File: config.mk
export PLATFORM = sky130hd
export DESIGN_NAME = tict_timer_core
export DESIGN_NICKNAME = d
export VERILOG_FILES = /design/src/include/tict_pkg.sv /design/src/design/tict_counter.sv /design/src/design/tict_timer_core.sv
export VERILOG_INCLUDE_DIRS = /design/src /design/src/include
export SDC_FILE = /design/constraint.sdc
export NUM_CORES = 1
export LEC_CHECK = 0
export BUFFER_PORTS_ARGS = -buffer_cell sky130_fd_sc_hd__buf_2
export CORE_AREA = 2 2 156 158
export CTS_CLUSTER_SIZE = 12
export DETAILED_ROUTE_END_ITERATION = 8
export DIE_AREA = 0 0 158 160
export HOLD_SLACK_MARGIN = 0.06
export PLACE_DENSITY = 0.65
export SLEW_MARGIN = 20
export SYNTH_ARGS = -nofsm -noshare
export SYNTH_HDL_FRONTEND = slang
export SYNTH_SLANG_ARGS = --single-unit
File: constraint.sdc
create_clock -name sys_clk -period 2.8 [get_ports sys_clk]
set_input_delay 0.56 -clock sys_clk [delete_from_list [all_inputs] [get_ports sys_clk]]
set_output_delay 0.56 -clock sys_clk [all_outputs]
set_load 0.01 [all_outputs]
File: src/include/tict_map.svh
// Purpose: offsets, field positions and reset values of the interval timer core
// Assumes: included by its bare name
// Notes:   definitions only
`ifndef TICT_MAP_SVH
`define TICT_MAP_SVH
`define TICT_PORT_CNT0    2'h0
`define TICT_PORT_CNT1    2'h1
`define TICT_PORT_CNT2    2'h2
`define TICT_PORT_CTRL    2'h3
`define TICT_CW_TGT_HI    7
`define TICT_CW_TGT_LO    6
`define TICT_CW_FMT_HI    5
`define TICT_CW_FMT_LO    4
`define TICT_CW_MODE_HI   3
`define TICT_CW_MODE_LO   1
`define TICT_CW_RADIX     0
`define TICT_RB_NOCOUNT   5
`define TICT_RB_NOSTATUS  4
`define TICT_RB_SEL0      1
`define TICT_CW_RESET     6'h00
`define TICT_TGT_READBACK 2'h3
`define TICT_FMT_LATCH    2'h0
`define TICT_FMT_LOW      2'h1
`define TICT_FMT_HIGH     2'h2
`define TICT_FMT_BOTH     2'h3
`endif

File: src/include/tict_pkg.sv
// Purpose: shared types of the interval timer core
// Assumes: used with tict_map.svh
// Notes:   types only
package tict_pkg;
    // host bus strobes and selects, sampled as synchronous levels
    typedef struct packed {
        logic       chipSelN;   // active low chip select
        logic       rdN;        // active low read strobe
        logic       wrN;        // active low write strobe
        logic       portSelHi;  // upper port select
        logic       portSelLo;  // lower port select
    } tict_bus_t;
    // per counter command decoded from a control port write
    typedef struct packed {
        logic       setup;      // new control word for this counter
        logic       latchCnt;   // freeze the readout latch
        logic       latchSts;   // freeze the status byte
        logic [5:0] cw;         // format, mode, radix
    } tict_cmd_t;
endpackage : tict_pkg

File: src/design/tict_counter.sv
// Purpose: one counter channel: core, preset buffer, readout latch, status
// Assumes: channel clock and gate are synchronous levels on sys_clk
// Notes:   counts on the rising edge of the channel clock level
`timescale 1ns/100ps
`include "tict_map.svh"
module tict_counter (
    input  wire logic              sys_clk,
    input  wire logic              srst,
    input  wire tict_pkg::tict_cmd_t cmd,
    input  wire logic              wrStb,
    input  wire logic              rdStb,
    input  wire logic [7:0]        wrData,
    input  wire logic              chClk,
    input  wire logic              chGate,
    output logic [7:0]             rdData,
    output logic                   chOut
);
    import tict_pkg::*;
    logic [5:0]  cw_ff, nxt_cw;            // format, mode, radix
    logic [7:0]  presetLo_ff, nxt_presetLo; // preset_buffer_low
    logic [7:0]  presetHi_ff, nxt_presetHi; // preset_buffer_high
    logic [15:0] core_ff, nxt_core;        // counting core, host cannot reach it
    logic [15:0] latch_ff, nxt_latch;      // readout_latch
    logic        frozen_ff, nxt_frozen;    // latch holds a snapshot
    logic [7:0]  sts_ff, nxt_sts;          // latched status byte
    logic        stsHeld_ff, nxt_stsHeld;  // status pending read
    logic        pend_ff, nxt_pend;        // load pending (null count)
    logic        wrPtr_ff, nxt_wrPtr;      // next write byte is high
    logic        rdPtr_ff, nxt_rdPtr;      // next read byte is high
    logic        clkPrev_ff, nxt_clkPrev;  // channel clock edge detect
    logic        out_ff, nxt_out;          // output pin level
    logic [1:0]  fmt;
    // one decade-aware decrement, binary or four decades
    function automatic logic [15:0] dec16(input logic [15:0] v, input logic bcd);
        logic [15:0] r;
        r = v - 16'h0001;
        if (bcd) begin
            r = v;
            for (int i = 0; i < 4; i++) begin
                if (r[i*4 +: 4] != 4'h0) begin
                    r[i*4 +: 4] = r[i*4 +: 4] - 4'h1;
                    break;
                end
                r[i*4 +: 4] = 4'h9;  // borrow through this decade
            end
        end
        return r;
    endfunction : dec16
    assign fmt = cw_ff[5:4];
    // next state of the channel
    always_comb begin
        nxt_cw       = cw_ff;
        nxt_presetLo = presetLo_ff;
        nxt_presetHi = presetHi_ff;
        nxt_core     = core_ff;
        nxt_latch    = latch_ff;
        nxt_frozen   = frozen_ff;
        nxt_sts      = sts_ff;
        nxt_stsHeld  = stsHeld_ff;
        nxt_pend     = pend_ff;
        nxt_wrPtr    = wrPtr_ff;
        nxt_rdPtr    = rdPtr_ff;
        nxt_clkPrev  = chClk;
        nxt_out      = out_ff;
        rdData       = 8'h00;
        // counting: gate enables, core wraps; detailed modes lie outside this core
        if (chClk && !clkPrev_ff && chGate && !pend_ff) begin
            nxt_core = dec16(core_ff, cw_ff[0]);
            if (core_ff == 16'h0001)
                nxt_out = 1'b1;
        end
        // both buffer bytes move into the core together
        // placed before the host write so a single-byte or second-byte write in the same cycle re-arms the load (set wins)
        if (pend_ff) begin
            nxt_core = {presetHi_ff, presetLo_ff};
            nxt_pend = 1'b0;
            nxt_out  = 1'b0;
        end
        // latch tracks the core unless frozen; follows a fresh load in the same cycle
        if (!frozen_ff)
            nxt_latch = nxt_core;
        // read: status first, then latch halves one at a time
        if (rdStb) begin
            if (stsHeld_ff) begin
                rdData      = sts_ff;
                nxt_stsHeld = 1'b0;
            end else begin
                rdData = (fmt == `TICT_FMT_HIGH || (fmt == `TICT_FMT_BOTH && rdPtr_ff))
                         ? latch_ff[15:8] : latch_ff[7:0];
                if (fmt == `TICT_FMT_BOTH && !rdPtr_ff)
                    nxt_rdPtr = 1'b1;
                else begin
                    nxt_rdPtr  = 1'b0;
                    nxt_frozen = 1'b0;  // unfreeze after the full read
                end
            end
        end
        // host count write into the preset buffer
        if (wrStb) begin
            case (fmt)
                `TICT_FMT_LOW: begin
                    nxt_presetLo = wrData;
                    nxt_presetHi = 8'h00;
                    nxt_pend     = 1'b1;
                end
                `TICT_FMT_HIGH: begin
                    nxt_presetHi = wrData;
                    nxt_presetLo = 8'h00;
                    nxt_pend     = 1'b1;
                end
                `TICT_FMT_BOTH: begin
                    if (!wrPtr_ff) nxt_presetLo = wrData;
                    else begin
                        nxt_presetHi = wrData;
                        nxt_pend     = 1'b1;
                    end
                    nxt_wrPtr = !wrPtr_ff;
                end
                default: ;  // latch format, as left by reset, ignores the write
            endcase
        end
        // commands from the control port
        if (cmd.setup) begin
            nxt_cw      = cmd.cw;
            nxt_wrPtr   = 1'b0;
            nxt_rdPtr   = 1'b0;
            nxt_frozen  = 1'b0;
            nxt_stsHeld = 1'b0;
            nxt_pend    = 1'b0;
            nxt_out     = 1'b0;
        end
        if (cmd.latchCnt && !frozen_ff) begin
            nxt_latch  = core_ff;  // later commands ignored
            nxt_frozen = 1'b1;
        end
        if (cmd.latchSts && !stsHeld_ff) begin
            nxt_sts     = {out_ff, pend_ff, cw_ff};
            nxt_stsHeld = 1'b1;
        end
    end
    // register the channel state
    always_ff @(posedge sys_clk) begin
        if (srst) begin
            cw_ff       <= `TICT_CW_RESET;
            presetLo_ff <= 8'h00;
            presetHi_ff <= 8'h00;
            core_ff     <= 16'h0000;
            latch_ff    <= 16'h0000;
            frozen_ff   <= 1'b0;
            sts_ff      <= 8'h00;
            stsHeld_ff  <= 1'b0;
            pend_ff     <= 1'b0;
            wrPtr_ff    <= 1'b0;
            rdPtr_ff    <= 1'b0;
            clkPrev_ff  <= 1'b0;
            out_ff      <= 1'b0;
        end else begin
            cw_ff       <= nxt_cw;
            presetLo_ff <= nxt_presetLo;
            presetHi_ff <= nxt_presetHi;
            core_ff     <= nxt_core;
            latch_ff    <= nxt_latch;
            frozen_ff   <= nxt_frozen;
            sts_ff      <= nxt_sts;
            stsHeld_ff  <= nxt_stsHeld;
            pend_ff     <= nxt_pend;
            wrPtr_ff    <= nxt_wrPtr;
            rdPtr_ff    <= nxt_rdPtr;
            clkPrev_ff  <= nxt_clkPrev;
            out_ff      <= nxt_out;
        end
    end
    assign chOut = out_ff;
    // a held latch stays fixed until read or reprogrammed
    latch_hold_a: assert property (@(posedge sys_clk) disable iff (srst)
        frozen_ff && !rdStb && !cmd.setup |=> latch_ff == $past(latch_ff))
        else $error("frozen latch changed");
    // low byte format clears the high byte
    low_only_a: assert property (@(posedge sys_clk) disable iff (srst)
        wrStb && fmt == `TICT_FMT_LOW && !cmd.setup |=> presetHi_ff == 8'h00)
        else $error("high preset byte not cleared");
endmodule : tict_counter

File: src/design/tict_timer_core.sv
// Purpose: three channel interval timer, host byte bus and control port
// Assumes: bus strobes are synchronous levels; one action per strobe fall
// Notes:   data bus is split into input, output and output enable
`timescale 1ns/100ps
`include "tict_map.svh"
module tict_timer_core #(
    parameter int NUM_CH = 3  // channel count
) (
    input  wire logic                  sys_clk,
    input  wire logic                  srst,
    input  wire tict_pkg::tict_bus_t   hostBus,
    input  wire logic [7:0]            dataIn,
    output logic [7:0]                 dataOut,
    output logic                       dataOe,
    input  wire logic [NUM_CH-1:0]     chClk,
    input  wire logic [NUM_CH-1:0]     chGate,
    output logic [NUM_CH-1:0]          chOut
);
    import tict_pkg::*;
    logic              rdPrev_ff, nxt_rdPrev;  // read strobe history
    logic              wrPrev_ff, nxt_wrPrev;  // write strobe history
    logic [7:0]        dOut_ff, nxt_dOut;      // registered bus data
    logic              dOe_ff, nxt_dOe;        // registered bus enable
    logic [NUM_CH-1:0] out_ff;                 // registered channel outputs
    logic [1:0]        port;
    logic              rdLow, wrLow, rdStart, wrStart;
    logic [NUM_CH-1:0] wrStb, rdStb;
    tict_cmd_t         cmd [NUM_CH];
    logic [7:0]        chData [NUM_CH];
    logic [7:0]        cwByte;
    logic [2:0]        modeNorm;
    assign port    = {hostBus.portSelHi, hostBus.portSelLo};
    assign rdLow   = !hostBus.chipSelN && !hostBus.rdN;
    assign wrLow   = !hostBus.chipSelN && !hostBus.wrN;
    assign rdStart = rdLow && !rdPrev_ff;
    assign wrStart = wrLow && !wrPrev_ff;
    assign cwByte  = dataIn;
    // mode 2 and 3 ignore the top mode bit; store it cleared
    always_comb begin
        modeNorm = cwByte[`TICT_CW_MODE_HI:`TICT_CW_MODE_LO];
        if (modeNorm[1])
            modeNorm[2] = 1'b0;
    end
    // decode strobes and control port commands per channel
    always_comb begin
        for (int i = 0; i < NUM_CH; i++) begin
            wrStb[i] = wrStart && port == 2'(i);
            rdStb[i] = rdStart && port == 2'(i);
            cmd[i]   = '0;
            cmd[i].cw = {cwByte[`TICT_CW_FMT_HI:`TICT_CW_FMT_LO], modeNorm, cwByte[`TICT_CW_RADIX]};
            if (wrStart && port == `TICT_PORT_CTRL) begin
                if (cwByte[`TICT_CW_TGT_HI:`TICT_CW_TGT_LO] == `TICT_TGT_READBACK) begin
                    cmd[i].latchCnt = cwByte[`TICT_RB_SEL0 + i] && !cwByte[`TICT_RB_NOCOUNT];
                    cmd[i].latchSts = cwByte[`TICT_RB_SEL0 + i] && !cwByte[`TICT_RB_NOSTATUS];
                end else if (cwByte[`TICT_CW_TGT_HI:`TICT_CW_TGT_LO] == 2'(i)) begin
                    if (cwByte[`TICT_CW_FMT_HI:`TICT_CW_FMT_LO] == `TICT_FMT_LATCH)
                        cmd[i].latchCnt = 1'b1;
                    else
                        cmd[i].setup = 1'b1;
                end
            end
        end
    end
    // channels, identical and independent
    for (genvar g = 0; g < NUM_CH; g++) begin : gCh
        tict_counter uCnt (
            .sys_clk (sys_clk),
            .srst    (srst),
            .cmd     (cmd[g]),
            .wrStb   (wrStb[g]),
            .rdStb   (rdStb[g]),
            .wrData  (dataIn),
            .chClk   (chClk[g]),
            .chGate  (chGate[g]),
            .rdData  (chData[g]),
            .chOut   (out_ff[g])
        );
    end
    // read mux and bus drive; control port reads give nothing
    always_comb begin
        nxt_rdPrev = rdLow;
        nxt_wrPrev = wrLow;
        nxt_dOut   = dOut_ff;
        nxt_dOe    = rdLow && port != `TICT_PORT_CTRL;
        if (rdStart) begin
            nxt_dOut = 8'h00;
            for (int i = 0; i < NUM_CH; i++)
                if (port == 2'(i))
                    nxt_dOut = chData[i];
        end
    end
    // register the bus side
    always_ff @(posedge sys_clk) begin
        if (srst) begin
            rdPrev_ff <= 1'b0;
            wrPrev_ff <= 1'b0;
            dOut_ff   <= 8'h00;
            dOe_ff    <= 1'b0;
        end else begin
            rdPrev_ff <= nxt_rdPrev;
            wrPrev_ff <= nxt_wrPrev;
            dOut_ff   <= nxt_dOut;
            dOe_ff    <= nxt_dOe;
        end
    end
    assign dataOut = dOut_ff;
    assign dataOe  = dOe_ff;
    assign chOut   = out_ff;
    // no bus drive without chip select
    cs_gate_a: assert property (@(posedge sys_clk) disable iff (srst)
        hostBus.chipSelN |=> !dataOe)
        else $error("bus driven while deselected");
    // control port never drives the bus
    ctrl_wo_a: assert property (@(posedge sys_clk) disable iff (srst)
        port == `TICT_PORT_CTRL |=> !dataOe)
        else $error("control port read drove bus");
    // read drives within one cycle
    rd_drive_a: assert property (@(posedge sys_clk) disable iff (srst)
        rdLow && port != `TICT_PORT_CTRL |=> dataOe)
        else $error("read not driven");
    // no write strobe to counter 0 when not selected
    wr_decode_a: assert property (@(posedge sys_clk) disable iff (srst)
        wrStb[0] |-> port == `TICT_PORT_CNT0 && !hostBus.chipSelN)
        else $error("counter 0 write misdecoded");
    // mode bit two cleared for modes 2 and 3
    mode_norm_a: assert property (@(posedge sys_clk) disable iff (srst)
        wrStart && port == `TICT_PORT_CTRL && cwByte[2] |-> cmd[0].cw[3] == 1'b0)
        else $error("mode top bit kept");
    // read-back of counter 0 count latches it
    rb_latch_a: assert property (@(posedge sys_clk) disable iff (srst)
        wrStart && port == `TICT_PORT_CTRL && cwByte[7:6] == 2'h3 && cwByte[1] && !cwByte[5]
        |-> cmd[0].latchCnt)
        else $error("read-back latch missed");
endmodule : tict_timer_core

==> results.md <==
* Mapped Cells at 1,461
* Worst Setup Start Kind: flip-flop
* Least-Margin Pin Slew at 0.9051 ns
* Clock root cell: clkbuf_16
* Critical path endpoint category: flip-flop
* CTS tree: done
* DIE HEIGHT at 160 µm
* Non-Filler Instances at 1,812
* GPL Wtd Cong at 0.9091
* Die ar. at 25,280 µm²
* Worst R2R Setup Slack at 0.26 ns
* RR Endpoint: gCh[1].uCnt.latch_ff[13]
* CP Class: flip-flop to flip-flop
* CP max stage delay at 0.50 ns
* Routed wire length at 34,760 µm
* Ys flop type: dfxtp_1
* Clock Latency Late Sink at 0.54 ns
* 1st-iter DRT viols at 997
* Remaining global-route overflow at 0
* Pre-CTS setup slack at 0.1944 ns
* Netlist cell types at 78
* Crit-path most repeated cell: nor4_1
* I/O pin count at 33
* Status: finished, final reports clean
* Top fanout value on the critical path at 9
* Post-synth EDFFs at 0
* Crit path depth at 8
* Starting Density at 48.55%
* Worst-case clock buffer depth at 3
* Port buffer count at 32
* P per Cell Area at 607.1 nW/µm²
* Post-CTS sizing at 0
* Maximum vdd drop at 456.8 µV
* Final setup violation count at 0
* Per-cell routed wire length at 19.18 µm
* Setup ws final at 0.2611 ns
* Final Hold Vio Count at 0
* Setup crit end: gCh[1].uCnt.latch_ff[13]
* Async SR Flop Fraction at 0%
* RR Startpoint: gCh[1].uCnt.core_ff[0]
* R2R cell count at 8
* CTS Hold Bufs at 0
* Tot GR Track Use at 27.39%
* Die W at 158 µm
* FILL cells at 2,329
* Top delay family on crit path: simple AND/OR/NAND/NOR gates
* Post-Syn Area at 11,560 µm²
* CP cell instances: inv_1, ha_1, or3b_1, nor4_1, o21ai_1, a21oi_1, nor4_1, a2111oi_0
* Synth Register Bits at 218
* Core Region at 23,820 µm²
* Hpwl dp at 24,140 µm
* Drc violations at 0
* H-Tree Level Count at 1
* Sequential area share after synthesis at 37.74%
* Clock Sinks at 218
* P_leak at 4.752 nW
* Largest net degree at the start of global routing at 111
* Global-route wire length before repair at 55,580 µm
* Critical path data required time at 3.21 ns
* Mean cell area of the mapped netlist at 7.915 µm²
* Initial antenna violation count at 1
* Post-layout net count at 1,508
* RSZ-0062 raised after global routing: no
* Area grow syn2layout at 12.89%
* Vias in the first global route at 10,110
* Worst-path clk slew at 0.06 ns
* Final worst path period share at 90.68%
* Max-cap violations at 0
* Share of layout cells above drive strength 1 at 11.70%
* Via count at 10,850
* Worst Skew at 0.02118 ns
* HP Class: input pin to flip-flop
* DRT Pass-1 Iters at 5
* Max Clock Freq at 393.9 MHz
* Post-synth net total at 1,500
* Num CTS Buffers at 26
* Final Critical Period at 2.539 ns
* CP max stage cell: or3b_1
* Setup crit start: gCh[1].uCnt.core_ff[0]
* Slew HR at 39.57%
* Setup TNS at 0 ns
* Worst path buffer plus inverter count at 1
* Vias per cell at 5.986
* Final count of pins violating max slew at 0
* Dpl cells at 1,765
* Setup Fix Bufs, Post-CTS at 0
* Yosys warns at 0
* Site Rows at 57
* Critical Path AT at 2.94 ns
* Final ANT Viol Nets at 0
[state kept, by name (all words and copies together) (netlist names)]
name                  flops
gCh.uCnt.rdPtr_ff         3
dataOut                   8
gCh.uCnt.chOut            3
gCh.uCnt.frozen_ff        3
rdPrev_ff                 1
gCh.uCnt.sts_ff          24
gCh.uCnt.core_ff         48
gCh.uCnt.clkPrev_ff       3
gCh.uCnt.presetHi_ff     24
gCh.uCnt.presetLo_ff     24
dataOe                    1
gCh.uCnt.pend_ff          3
gCh.uCnt.wrPtr_ff         3
gCh.uCnt.stsHeld_ff       3
gCh.uCnt.latch_ff        48
wrPrev_ff                 1
gCh.uCnt.cw_ff           18
[per-layer routing]
layer / share of wire [%] / wire length (µm) / global-route usage (%)
met2: 46 / 15950 / 44.47
met4: 4.5 / 1573 / 10.32
met3: 5.7 / 1986 / 3.338
met1: 44 / 15250 / 37.22
met5: 0 / 0 / 0
[cells in the final DEF (no fill, tap or decap), types with 10 or more instances in the layout]
cell type    n
a221oi_1    19
a21o_1      10
buf_4       63
nor4_1      20
mux2i_1     58
or2_2       12
o31ai_1     12
nor4b_1     10
nand3_1     39
a21oi_1    149
nor2_1     136
xnor2_1     19
nand2_1    161
clkbuf_16   27
inv_1       48
mux2_2      14
ha_1        18
or3_1       18
nor2b_1     19
and2_1      10
a211oi_1    19
nand3b_1    28
buf_2       31
nor3_1      48
or4_1       10
a31oi_1     31
nand2b_1    18
o21ai_0     70
dfxtp_1    218
[cells by family after synthesis]
family          Yosys count  share of synthesized area (%)
mux                      73                          6.481
buf+inv                 166                          5.702
xor+xnor                 27                          2.045
simple gates            570                          24.99
compound gates          389                          21.09
flops                   218                          37.74
fa+ha+maj                18                          1.948
[where the power goes]
| group | switching (mW) | total [mW] | internal (mW) | leakage, nW |
|---|---|---|---|---|
| Sequential | 0.142 | 3.38 | 3.23 | 1.77 |
| Combinational | 0.663 | 1.13 | 0.463 | 2.56 |
| Clock | 1.36 | 3.42 | 2.06 | 0.424 |
[stage by stage]
step                hold slack [ns]  cell area [µm²]  util [%]  total power [mW]
finish                       0.2250            13050     54.80             7.925
CTS                          0.2044            13050     54.79             7.955
global route                 0.2262            13050     54.80             8.230
global placement             0.4345            12180     51.15             4.532
detailed placement           0.4458            12180     51.15             4.541
floorplan                    0.4268            11560         -             4.212
[how the worst min path moves through the flow]
stage / startpoint / to / slack (ns) / cells after the start
2_1_floorplan: gCh[1].uCnt.presetLo_ff[1] / gCh[1].uCnt.presetLo_ff[1] / 0.43 / 2
3_3_place_gp: gCh[1].uCnt.presetLo_ff[2] / gCh[1].uCnt.presetLo_ff[2] / 0.43 / 2
3_5_place_dp: gCh[1].uCnt.presetLo_ff[2] / gCh[1].uCnt.presetLo_ff[2] / 0.45 / 2
4_1_cts: hostBus[2] / wrPrev_ff / 0.20 / 2
5_1_grt: hostBus[2] / wrPrev_ff / 0.23 / 2
6_report: hostBus[2] / wrPrev_ff / 0.22 / 2
[cell type report]
cell class | instances | area [µm²] | area share (%)
Antenna cell | 1 | 2.502 | 0.01917
Clock buffer | 41 | 808.3 | 6.192
Tap cell | 324 | 405.4 | 3.106
Sequential cell | 218 | 4364 | 33.43
Inverter | 49 | 183.9 | 1.409
Clock inverter | 5 | 60.06 | 0.4601
Timing Repair Buffer | 97 | 679.4 | 5.205
Multi-Input combinational cell | 1077 | 6550 | 50.18
[synth_stat cells, types with 10 or more instances]
library cell,n,area share [%]
a211oi_1,19,1.2
a21o_1,10,0.65
a21oi_1,149,6.4
a221oi_1,19,1.4
a31oi_1,31,1.7
and2_1,10,0.54
buf_1,13,0.42
clkbuf_1,91,3.0
dfxtp_1,218,38
ha_1,18,1.9
inv_1,48,1.6
mux2_2,14,1.4
mux2i_1,58,5.0
nand2_1,161,5.2
nand2b_1,18,0.97
nand3_1,39,1.7
nand3b_1,28,1.8
nor2_1,136,4.4
nor2b_1,19,1.0
nor3_1,49,2.1
nor4_1,20,1.1
nor4b_1,10,0.76
o21ai_0,70,3.0
o31ai_1,12,0.78
or2_2,12,0.65
or3_1,18,0.97
or4_1,10,0.65
xnor2_1,19,1.4
Note: power is estimated with default switching activity, not from simulation.
